**config.mk**
```make
export PLATFORM = sky130hd
export DESIGN_NAME = pwi_port_wake_irq
export DESIGN_NICKNAME = d
export VERILOG_FILES = /design/src/pwi_pkg.sv /design/src/pwi_port_wake_irq.sv /design/src/pwi_sticky_bits.sv /design/src/pwi_mac_match.sv
export VERILOG_INCLUDE_DIRS = /design/src
export SDC_FILE = /design/constraint.sdc
export NUM_CORES = 1
export LEC_CHECK = 0
export BUFFER_PORTS_ARGS = -buffer_cell sky130_fd_sc_hd__buf_4
export CAP_MARGIN = 15
export CORE_UTILIZATION = 55
export DETAILED_ROUTE_END_ITERATION = 8
export GPL_TIMING_DRIVEN = 1
export PLACE_DENSITY = 0.87
export SYNTH_ARGS = -nofsm -noshare
export SYNTH_HDL_FRONTEND = slang
export SYNTH_HIERARCHICAL = 1
export SYNTH_SLANG_ARGS = --single-unit
```
**constraint.sdc**
```tcl
create_clock -name ref_clk -period 3.3 [get_ports ref_clk]
set_input_delay 0.165 -clock ref_clk [delete_from_list [all_inputs] [get_ports ref_clk]]
set_output_delay 0.165 -clock ref_clk [all_outputs]
set_load 0.01 [all_outputs]
```
**src/pwi_defines.svh**
```systemverilog
// register offsets, field positions, reset values and sizes for the port wake block
`ifndef PWI_DEFINES_SVH
`define PWI_DEFINES_SVH

// ---------------------------------------------------------------
// register indices (byte address is four times the index)
// ---------------------------------------------------------------
`define PWI_IDX_W            9
`define PWI_ADDR_W           11
`define PWI_IDX_WAKE_FLAGS   9'h013
`define PWI_IDX_WAKE_ENABLES 9'h017
`define PWI_IDX_IRQ_FLAGS    9'h01b
`define PWI_IDX_IRQ_MASK     9'h01f
`define PWI_IDX_MAC_LO       9'h100
`define PWI_IDX_MAC_HI       9'h101

// ---------------------------------------------------------------
// field positions
// ---------------------------------------------------------------
`define PWI_BIT_WAKE_FRAME   2
`define PWI_BIT_LINK_UP      1
`define PWI_BIT_ENERGY       0
`define PWI_BIT_SGMII_DONE   3
`define PWI_BIT_PTP          2
`define PWI_BIT_PHY          1
`define PWI_BIT_ACL          0
`define PWI_WAKE_W           3
`define PWI_IRQ_W            4

// ---------------------------------------------------------------
// reset values and port numbering
// ---------------------------------------------------------------
`define PWI_RST_WAKE         3'h0
`define PWI_RST_MASK         4'h0
`define PWI_RST_MAC          48'h0
`define PWI_RST_WORD         32'h0
`define PWI_SGMII_PORT       7
`define PWI_LAST_PHY_PORT    5
`define PWI_FIRST_PORT       1
`define PWI_LAST_PORT        7

`endif

```
**src/pwi_pkg.sv**
```systemverilog
// shared types of the port wake and interrupt status block
package pwi_pkg;

  // bus request as seen by the register file
  typedef struct packed {
    logic        read;
    logic        write;
    logic [10:0] address;
    logic [31:0] writeData;
    logic [3:0]  byteEnable;
  } pwi_avl_req_t;

  // summary of port interrupt sources, msb first
  typedef struct packed {
    logic sgmiiDone;
    logic ptp;
    logic phy;
    logic acl;
  } pwi_irq_stat_t;

endpackage

```
**src/pwi_port_wake_irq.sv**
```systemverilog
// per-port wake event flags, wake enables and interrupt status with an avalon slave
//
// Overview of operation
// - wake frame detection sets wake flag bit 2; software clears it by writing one.
// - a wake frame counts only if its destination equals the switch address.
// - link-up sets wake flag bit 1, held until software clears it.
// - cable energy sets wake flag bit 0, held until software clears it.
// - link-up and energy flags exist only on ports with an integrated phy.
// - enable bit 2 lets a wake frame drive the wake output pin.
// - enable bit 1 lets link-up drive the wake output pin.
// - enable bit 0 lets cable energy drive the wake output pin.
// - a status bit interrupts only when its mask bit allows it.
// - status bit 3 shows serdes auto-negotiation done, on port 7 only.
// - status bit 2 shows any pending timing interrupt, phy ports only.
// - status bit 0 shows an access-list counter interrupt, on every port.
// - toggling mask bit 0 clears the access-list status bit.
// - mask bit zero enables, one disables; all mask bits reset to zero.
`timescale 1ns/100ps
`include "pwi_defines.svh"
module pwi_port_wake_irq #(
  parameter int PORT_NUM = 1
) (
  // clock, reset, enable
  input  wire logic        ref_clk,
  input  wire logic        rst,
  input  wire logic        ce,
  // avalon-mm slave
  input  wire logic [10:0] avsAddress,
  input  wire logic        avsRead,
  input  wire logic        avsWrite,
  input  wire logic [31:0] avsWriteData,
  input  wire logic [3:0]  avsByteEnable,
  output logic      [31:0] avsReadData,
  output logic             avsWaitRequest,
  // wake sources
  input  wire logic        wakeFrameSeen,
  input  wire logic [47:0] wakeFrameDest,
  input  wire logic        linkUpEvent,
  input  wire logic        energyEvent,
  // interrupt sources
  input  wire logic        sgmiiAnDone,
  input  wire logic        ptpIrqPending,
  input  wire logic        phyIrqPending,
  input  wire logic        aclCountIrq,
  // outputs to the system
  output logic             powerWakeOut,
  output logic             portIrqOut
);

  // ---------------------------------------------------------------
  // elaboration checks and port class
  // ---------------------------------------------------------------
  if (PORT_NUM < `PWI_FIRST_PORT || PORT_NUM > `PWI_LAST_PORT) begin : gPortCheck
    $error("pwi_port_wake_irq: PORT_NUM out of range");
  end

  localparam bit HAS_PHY  = (PORT_NUM <= `PWI_LAST_PHY_PORT);
  localparam bit IS_SGMII = (PORT_NUM == `PWI_SGMII_PORT);

  // merges written byte lanes over the old word
  function automatic logic [31:0] laneMerge(input logic [31:0] oldWord,
                                            input logic [31:0] newWord,
                                            input logic [3:0]  lanes);
    logic [31:0] merged;
    merged = oldWord;
    for (int i = 0; i < 4; i++) begin
      if (lanes[i]) begin
        merged[8*i +: 8] = newWord[8*i +: 8];
      end
    end
    return merged;
  endfunction

  // ---------------------------------------------------------------
  // bus decode
  // ---------------------------------------------------------------
  pwi_pkg::pwi_avl_req_t req;
  logic                  reqValid;
  logic                  ack_reg;
  logic                  accept;
  logic                  wrAccept;
  logic [8:0]            regIdx;
  logic                  hitWakeFlags;
  logic                  hitWakeEn;
  logic                  hitIrqFlags;
  logic                  hitIrqMask;
  logic                  hitMacLo;
  logic                  hitMacHi;
  logic                  lane0;

  assign req          = '{read: avsRead, write: avsWrite, address: avsAddress,
                          writeData: avsWriteData, byteEnable: avsByteEnable};
  assign reqValid     = req.read | req.write;
  // one wait cycle: the answer is ready on the cycle after the request appears;
  // a low enable keeps waitrequest up so the master never leaves an unserved access
  assign avsWaitRequest = reqValid & ~(ack_reg & ce);
  assign accept       = ce & ack_reg & reqValid;
  assign wrAccept     = accept & req.write;
  assign regIdx       = req.address[10:2];
  assign hitWakeFlags = (regIdx == `PWI_IDX_WAKE_FLAGS);
  assign hitWakeEn    = (regIdx == `PWI_IDX_WAKE_ENABLES);
  assign hitIrqFlags  = (regIdx == `PWI_IDX_IRQ_FLAGS);
  assign hitIrqMask   = (regIdx == `PWI_IDX_IRQ_MASK);
  assign hitMacLo     = (regIdx == `PWI_IDX_MAC_LO);
  assign hitMacHi     = (regIdx == `PWI_IDX_MAC_HI);
  assign lane0        = req.byteEnable[0];

  // handshake phase: high only for the single answering cycle
  always_ff @(posedge ref_clk) begin
    if (rst) begin
      ack_reg <= 1'b0;
    end else if (ce) begin
      ack_reg <= reqValid & ~ack_reg;
    end
  end

  // ---------------------------------------------------------------
  // software registers
  // ---------------------------------------------------------------
  logic [2:0]  wakeEnable_reg;
  logic [3:0]  irqMask_reg;
  logic [47:0] switchMac_reg;
  logic [31:0] macLo_next;
  logic [31:0] macHi_next;
  logic        aclToggle;

  assign macLo_next = laneMerge(switchMac_reg[31:0], req.writeData, req.byteEnable);
  assign macHi_next = laneMerge({16'h0, switchMac_reg[47:32]}, req.writeData,
                                req.byteEnable);
  assign aclToggle  = wrAccept & hitIrqMask & lane0
                      & (req.writeData[`PWI_BIT_ACL] != irqMask_reg[`PWI_BIT_ACL]);

  // enables, mask and switch address; reserved bits are not stored
  always_ff @(posedge ref_clk) begin
    if (rst) begin
      wakeEnable_reg <= `PWI_RST_WAKE;
      irqMask_reg    <= `PWI_RST_MASK;
      switchMac_reg  <= `PWI_RST_MAC;
    end else if (ce) begin
      if (wrAccept && hitWakeEn && lane0) begin
        wakeEnable_reg <= req.writeData[`PWI_WAKE_W-1:0];
      end
      if (wrAccept && hitIrqMask && lane0) begin
        irqMask_reg <= req.writeData[`PWI_IRQ_W-1:0];
      end
      if (wrAccept && hitMacLo) begin
        switchMac_reg[31:0] <= macLo_next;
      end
      if (wrAccept && hitMacHi) begin
        switchMac_reg[47:32] <= macHi_next[15:0];
      end
    end
  end

  // ---------------------------------------------------------------
  // wake event flags
  // ---------------------------------------------------------------
  logic       wakeMatch;
  logic [2:0] wakeSet;
  logic [2:0] wakeClr;
  logic [2:0] wakeFlags_reg;

  pwi_mac_match uMacMatch (
    .ref_clk   (ref_clk),
    .rst       (rst),
    .ce        (ce),
    .frameSeen (wakeFrameSeen),
    .frameDest (wakeFrameDest),
    .switchMac (switchMac_reg),
    .match_reg (wakeMatch)
  );

  // event sources; phy-less ports never set link or energy
  assign wakeSet = {wakeMatch, linkUpEvent & HAS_PHY, energyEvent & HAS_PHY};
  assign wakeClr = (wrAccept && hitWakeFlags && lane0) ?
                   req.writeData[`PWI_WAKE_W-1:0] : `PWI_RST_WAKE;

  pwi_sticky_bits #(.WIDTH(`PWI_WAKE_W)) uWakeFlags (
    .ref_clk   (ref_clk),
    .rst       (rst),
    .ce        (ce),
    .setBits   (wakeSet),
    .clrBits   (wakeClr),
    .flags_reg (wakeFlags_reg)
  );

  // ---------------------------------------------------------------
  // interrupt status
  // ---------------------------------------------------------------
  logic                    aclFlag_reg;
  pwi_pkg::pwi_irq_stat_t  irqStat;

  // counter interrupt held until the mask bit is toggled
  pwi_sticky_bits #(.WIDTH(1)) uAclFlag (
    .ref_clk   (ref_clk),
    .rst       (rst),
    .ce        (ce),
    .setBits   (aclCountIrq),
    .clrBits   (aclToggle),
    .flags_reg (aclFlag_reg)
  );

  // live summary bits except acl, which is held here; the other sources keep their own pending state
  assign irqStat = '{sgmiiDone: sgmiiAnDone & IS_SGMII,
                     ptp:       ptpIrqPending & HAS_PHY,
                     phy:       phyIrqPending & HAS_PHY,
                     acl:       aclFlag_reg};

  // ---------------------------------------------------------------
  // outputs
  // ---------------------------------------------------------------
  logic wakeAny;
  logic irqAny;

  // enabled flags drive the wake pin
  assign wakeAny = |(wakeFlags_reg & wakeEnable_reg);
  // mask zero lets the bit through
  assign irqAny  = |(irqStat & ~irqMask_reg);

  // registered pins, one cycle behind the flags, to keep them glitch free
  always_ff @(posedge ref_clk) begin
    if (rst) begin
      powerWakeOut <= 1'b0;
      portIrqOut   <= 1'b0;
    end else if (ce) begin
      powerWakeOut <= wakeAny;
      portIrqOut   <= irqAny;
    end
  end

  // ---------------------------------------------------------------
  // read data
  // ---------------------------------------------------------------
  logic [31:0] readMux;

  // unmapped addresses and reserved bits read zero
  assign readMux = hitWakeFlags ? {29'h0, wakeFlags_reg}  :
                   hitWakeEn    ? {29'h0, wakeEnable_reg} :
                   hitIrqFlags  ? {28'h0, irqStat}        :
                   hitIrqMask   ? {28'h0, irqMask_reg}    :
                   hitMacLo     ? switchMac_reg[31:0]     :
                   hitMacHi     ? {16'h0, switchMac_reg[47:32]} : `PWI_RST_WORD;

  // captured in the wait cycle, stands while waitrequest is low
  always_ff @(posedge ref_clk) begin
    if (rst) begin
      avsReadData <= `PWI_RST_WORD;
    end else if (ce && req.read && !ack_reg) begin
      avsReadData <= readMux;
    end
  end
endmodule // pwi_port_wake_irq

```
**src/pwi_sticky_bits.sv**
```systemverilog
// sticky event flags: hardware sets, a clear vector drops them, set wins
`timescale 1ns/100ps
module pwi_sticky_bits #(
  parameter int WIDTH = 3
) (
  // clock, reset, enable
  input  wire logic             ref_clk,
  input  wire logic             rst,
  input  wire logic             ce,
  // set and clear requests
  input  wire logic [WIDTH-1:0] setBits,
  input  wire logic [WIDTH-1:0] clrBits,
  // held flags
  output logic      [WIDTH-1:0] flags_reg
);

  if (WIDTH < 1) begin : gWidthCheck
    $error("pwi_sticky_bits: WIDTH must be at least one");
  end

  logic [WIDTH-1:0] flags_next;

  // an event in the clear cycle survives the clear
  assign flags_next = (flags_reg & ~clrBits) | setBits;

  // ---------------------------------------------------------------
  // flag storage
  // ---------------------------------------------------------------
  always_ff @(posedge ref_clk) begin
    if (rst) begin
      flags_reg <= '0;
    end else if (ce) begin
      flags_reg <= flags_next;
    end
  end
endmodule // pwi_sticky_bits

```
**src/pwi_mac_match.sv**
```systemverilog
// compares a wake frame destination with the switch address, one-cycle pulse out
`timescale 1ns/100ps
module pwi_mac_match (
  // clock, reset, enable
  input  wire logic        ref_clk,
  input  wire logic        rst,
  input  wire logic        ce,
  // candidate wake frame
  input  wire logic        frameSeen,
  input  wire logic [47:0] frameDest,
  // switch address
  input  wire logic [47:0] switchMac,
  // qualified detection
  output logic             match_reg
);

  logic addrEqual;

  // all six bytes must agree
  assign addrEqual = (frameDest == switchMac);

  // ---------------------------------------------------------------
  // registered match pulse
  // ---------------------------------------------------------------
  always_ff @(posedge ref_clk) begin
    if (rst) begin
      match_reg <= 1'b0;
    end else if (ce) begin
      match_reg <= frameSeen & addrEqual;
    end
  end
endmodule // pwi_mac_match

```
==> impl_metrics.ini, run 1 <==
[finish]
layout.nets = 712
final_util = 0.743
area_delta_synth_final_pct = 28.4
final_common_cell = buf_4
antenna_cells = 0
largest_reg_flops = 48
final_cell_mix = buf_4, dfxtp_1, nor2_1, mux2i_1, nand2_1
drive_above_1_share = 0.287

[floorplan]
dieArea_um2 = 8620
core-area_um2 = 7850
start_util = 0.578
die_x_um = 92.8
ios = 142
rows = 32
die_h_um = 92.8

[timing]
hold_viol_final = 0
drv_slew = 0
setup_tns_ns = 0
period_share = 0.665
skew_ns = 0.00796
setup_viol = 0
max_freq_mhz = 456
fin_crit_ns = 2.19
rsz0062_at_grt = no
tightestPinTransition_ns = 0.925
relSlewSlack = 0.379

[worst_hold_path]
hold_start = avsWriteData[28]
min_path_type = input pin to register
whs_path_depth = 3
whs_endpoint = switchMac_reg[28]$_SDFFE_PP0P_

[global_routing]
grt.overflow.total = 0
grt_pass1_wl_um = 19200
track_usage = 0.289
antenna_found_initial = 0
grt_max_degree = 85
first_global_vias = 3927

[pwr]
p_leak_nw = 2.49
power_mw = 2.26
max-vdd-ir-drop_mv = 0.286
power.density_nw_per_um2 = 388

[cts]
cts.root.buffer_cell = clkbuf_8
clock_latency_ns = 0.35
htreeDepth = 3
post_cts_buffers = 0
clk_path_buf_depth = 2
cts_buffers = 9
cts_resized = 0
cts_sinks = 95
tritoncts = yes
cts_hold_buf = 0
clkTransAtPathRegs_ns = 0.10

[yosys]
netlist_area_um2 = 4540
yosysWarnings = 6
synth-async-reset-ratio = 0
syn_nets = 586
ys_ff_latch = 95
yosysTopAreaCellShare = 0.419
netlist.top_cell.by_area = dfxtp_1
yosysUniqueCellTypes = 50
avgSynthCellArea_um2 = 9.47
seq_area_frac_synth = 0.419
synth_edf_count = 0
synthFlopType = dfxtp_1
netlist_instances = 479
synthTopCellsByArea = dfxtp_1, mux2i_1, nor2_1

[placed_design]
place_congestion = 0.822
dp_hpwl_um = 9110
port_buffers = 138

[worst_setup_path]
reg2reg_slack_ns = 1.11
cp-start-kind = register
slowest_delay_ns = 0.90
crit_type = register to register
required_ns = 3.51
critPathCaptureType = register
reg2reg_to = switchMac_reg[38]$_SDFFE_PP0P_
crit_path_cell_trace = nand4_1 > or4_1 > mux2i_1 > nor2_1
slowest_stage = or4_1
r2r_start = ack_reg$_SDFFE_PP0P_
path_max_fanout = 8
worst-path-buf-inv = 0
rr_worst_depth = 4
arrival_ns = 2.41
worst_path_dominant_cell_family = simple AND/OR/NAND/NOR gates

[route]
viasPerCell = 5.73
ant_nets = 0
wl_per_cell_um = 17.7
wirelength_um = 12600
drtIter0Drc = 251
drc_errors = 0
vias = 4082
drt-pass1-iter-count = 5

[status]
outcome = finished clean

[run]
cap_violations = 0
==> layer usage <==
metal,global-route usage,wire [um],up-vias
li1,-,-,1936
met3,0.0690,970,21
met4,0.0910,233,0
met5,0,0,-
met1,0.355,5260,1960
met2,0.497,6170,165
==> synth_stat cells (all sizes together) (2+ instances only) <==
cell type	n
nand3	7
clkbuf	15
nand4b	2
and2	3
a222oi	2
a22oi	19
or4b	2
nand4	8
mux2i	72
o21ai	13
nor2	87
or4	4
nand2	22
o221ai	3
a21bo	4
o22ai	4
nor4	18
a21oi	10
nor3	4
buf	10
dfxtp	95
xor2	19
nand2b	3
a211oi	5
inv	12
xnor2	21
clkinv	2
nor2b	3
==> report_power, final <==
part	switching (mW)	total (mW)	internal (mW)
clock network	0.434	0.872	0.438
logic	0.115	0.236	0.120
registers	0.00500	1.16	1.15
total	0.554	2.26	1.71
==> metrics by stage <==
step	area (um^2)	hold WS, ns	setup WS [ns]	std cells
after floorplan	4540	0.227	1.34	479
after global placement	5600	0.400	0.913	696
after detailed placement	5600	0.410	0.847	696
after CTS	5830	0.0356	1.13	712
after global routing	5830	0.0484	0.935	712
final	5830	0.0393	1.11	712
==> cells by family after synthesis <==
| logic type | Yosys count | share of synthesized area |
|---|---|---|
| AOI/OAI and AO/OA | 64 | 0.0990 |
| buffers and inverters | 39 | 0.0370 |
| DFF | 95 | 0.419 |
| xor gates and xnor gates | 40 | 0.0805 |
| muxes | 72 | 0.159 |
| and+or+nand+nor | 169 | 0.205 |
==> cell type report <==
type | instances | area, um^2
fillers | 580 | 2020
well taps | 102 | 128
multi-input cells | 345 | 2470
inverters | 14 | 52.6
flip-flops and latches | 95 | 1900
clock buffers | 9 | 124
repair buffers | 140 | 1050
clock inverters | 7 | 103
==> how the worst max path moves through the flow <==
stage,from,to,slack [ns],depth (start not counted)
after floorplan,avsAddress[5],switchMac_reg[40]$_SDFFE_PP0P_,1.34,7
after global routing,ack_reg$_SDFFE_PP0P_,switchMac_reg[38]$_SDFFE_PP0P_,0.94,4
after CTS,ack_reg$_SDFFE_PP0P_,switchMac_reg[14]$_SDFFE_PP0P_,1.13,4
final,ack_reg$_SDFFE_PP0P_,switchMac_reg[38]$_SDFFE_PP0P_,1.11,4
after detailed placement,avsAddress[6],switchMac_reg[41]$_SDFFE_PP0P_,0.85,5
after global placement,avsAddress[6],switchMac_reg[43]$_SDFFE_PP0P_,0.91,5
==> tightest hold or removal path, cell delays in order <==
cell and delay (ns):
buf_4 0.07, mux2i_1 0.05, nor2_1 0.07
Note: power is estimated with default switching activity, not from simulation.
==> run 2: changes to the inputs <==
CORE_UTILIZATION = 51   (was 55)
PLACE_DENSITY = 0.82   (was 0.87)
clock period = 2.05 ns   (was 3.3 ns; I/O delays follow)
==> run 2 against run 1 <==
Against the previous run: first-iteration DRC count up 0.40%; clock skew grew 0.0052 ns; wire length is 4.6% higher; global-route usage about the same; setup slack got worse by 1.0 ns; die area rose by 7.7%; clock power grew 39%; total power grew 55%; hold slack got worse by 0.00050 ns; non-clock buffer count is 45 higher; design area up 7.1%; critical path type unchanged; highest routed layer unchanged.
==> impl_metrics.ini, run 2 (synthesized netlist as in run 1, its figures left out) <==
[worst_setup_path]
path_max_fanout = 8
crit_type = register to register
slowest_delay_ns = 0.59
crit_path_cell_trace = nand4_1 > or4_1 > buf_4 > mux2i_1 > nor2_1
critPathCaptureType = register
cp-start-kind = register
arrival_ns = 2.21
required_ns = 2.30
slowest_stage = or4_1

[pwr]
power.density_nw_per_um2 = 561
p_leak_nw = 2.68
p_clk_frac = 0.345
intPower_mw = 2.56
power_mw = 3.50
pwr-share-seq = 0.531
sw_frac_of_total = 0.268
p_comb_frac = 0.124
max-vdd-ir-drop_mv = 0.330
p_sw_mw = 0.940

[cts]
clkTransAtPathRegs_ns = 0.10
htreeDepth = 3
clk_path_buf_depth = 2
clock_latency_ns = 0.37
post_cts_buffers = 0
cts_sinks = 95
cts.root.buffer_cell = clkbuf_8
tritoncts = yes
cts_buffers = 9

[finish]
drive_above_1_share = 0.289
final_cell_mix = buf_4, dfxtp_1, nor2_1, mux2i_1, dlygate4sd3_1
largest_reg_flops = 48
final_common_cell = buf_4
area_delta_synth_final_pct = 37.5
final_util = 0.719
fillerInstances = 649
final_area_um2 = 6240
antenna_cells = 0
multi_input_area_um2 = 2470
ff_latch_area_um2 = 1900
layout.nets = 757

[route]
viasPerCell = 5.53
wl_per_cell_um = 17.3
drtIter0Drc = 252
vias = 4219
drc_errors = 0
wirelength_um = 13200
drt-pass1-iter-count = 5
ant_nets = 0

[floorplan]
die_x_um = 96.3
die_h_um = 96.3
ios = 142
core-area_um2 = 8680
rows = 34
dieArea_um2 = 9280
start_util = 0.523

[timing]
setup_viol = 0
max_freq_mhz = 511
rsz0062_at_grt = no
fin_crit_ns = 1.96
drv_slew = 0
period_share = 0.954
hold_slack_ns = 0.0388
tightestPinTransition_ns = 0.773
setup_tns_ns = 0
relSlewSlack = 0.482
hold_viol_final = 0
skew_ns = 0.0131

[global_routing]
track_usage = 0.289
grt_max_degree = 57
antenna_found_initial = 0
grt_pass1_wl_um = 20200
first_global_vias = 4166
grt.overflow.total = 0

[status]
outcome = finished clean

[placed_design]
dp_hpwl_um = 9490
postPlaceCellArea_um2 = 5730
place_congestion = 0.903
port_buffers = 138

[worst_hold_path]
min_path_type = input pin to register

[run]
cap_violations = 0
==> run 2: cell count changes in the layout (fill, tap and decap cells not counted) <==
cell           change
dlygate4sd3_1     +32
buf_4             +11
buf_12             +2
bufinv_16          -2
inv_6              +1
inv_8              +1
nor2b_1            -1
nor2b_2            +1
==> run 2: worst paths after layout <==
check,from,end,slack (ns),cells after the start
worst max-delay path,ack_reg$_SDFFE_PP0P_,switchMac_reg[36]$_SDFFE_PP0P_,0.09,5
worst max register to register,ack_reg$_SDFFE_PP0P_,switchMac_reg[36]$_SDFFE_PP0P_,0.09,5
worst min-delay path,avsWriteData[2],switchMac_reg[34]$_SDFFE_PP0P_,0.04,3
worst min register to register,avsReadData[7]$_SDFFE_PP0P_,avsReadData[7]$_SDFFE_PP0P_,0.47,2
==> run 2: repair_timing <==
action	CTS	global route
endpoints found under the hold margin	42	0
resized for setup	1	0
endpoints found under the setup margin	1	0
hold buffers	32	0
==> run 2: critical path, delay by kind of cell (launching register included) <==
kind / cells / cell delay, ns
buf+inv: 1 / 0.20
flops: 1 / 0.46
mux: 1 / 0.17
simple gates: 3 / 0.99
==> run 2: layout make-up <==
| cell class | instances | share of cell area |
|---|---|---|
| Multi-Input combinational cell | 345 | 0.396 |
| Tap cell | 108 | 0.0217 |
| Timing Repair Buffer | 185 | 0.239 |
| Clock buffer | 9 | 0.0199 |
| Sequential cell | 95 | 0.305 |
| Clock inverter | 7 | 0.0100 |
| Inverter | 14 | 0.00842 |
==> run 2: power by group through the flow <==
| stage | sequential (mW) | clock, mW | combinational [mW] |
|---|---|---|---|
| finish | 1.86 | 1.21 | 0.433 |
| global route | 1.86 | 1.31 | 0.463 |
| global placement | 1.90 | 0 | 0.372 |
| floorplan | 1.90 | 0 | 0.152 |
| detailed placement | 1.90 | 0 | 0.377 |
| CTS | 1.86 | 1.23 | 0.429 |
==> run 2: metrics by stage <==
step / instances / setup slack, ns
5_1_grt: 763 / 0.0112
2_1_floorplan: 479 / 0.155
3_5_place_dp: 715 / 0.0270
6_report: 763 / 0.0938
3_3_place_gp: 715 / 0.112
4_1_cts: 763 / 0.123
==> run 2: metal layers <==
metal | global-route usage | vias up | wire length (um)
met3 | 0.0656 | 32 | 974
met1 | 0.350 | 1977 | 5400
met5 | 0 | - | 0
met2 | 0.491 | 184 | 6440
met4 | 0.125 | 0 | 398
li1 | - | 2026 | -
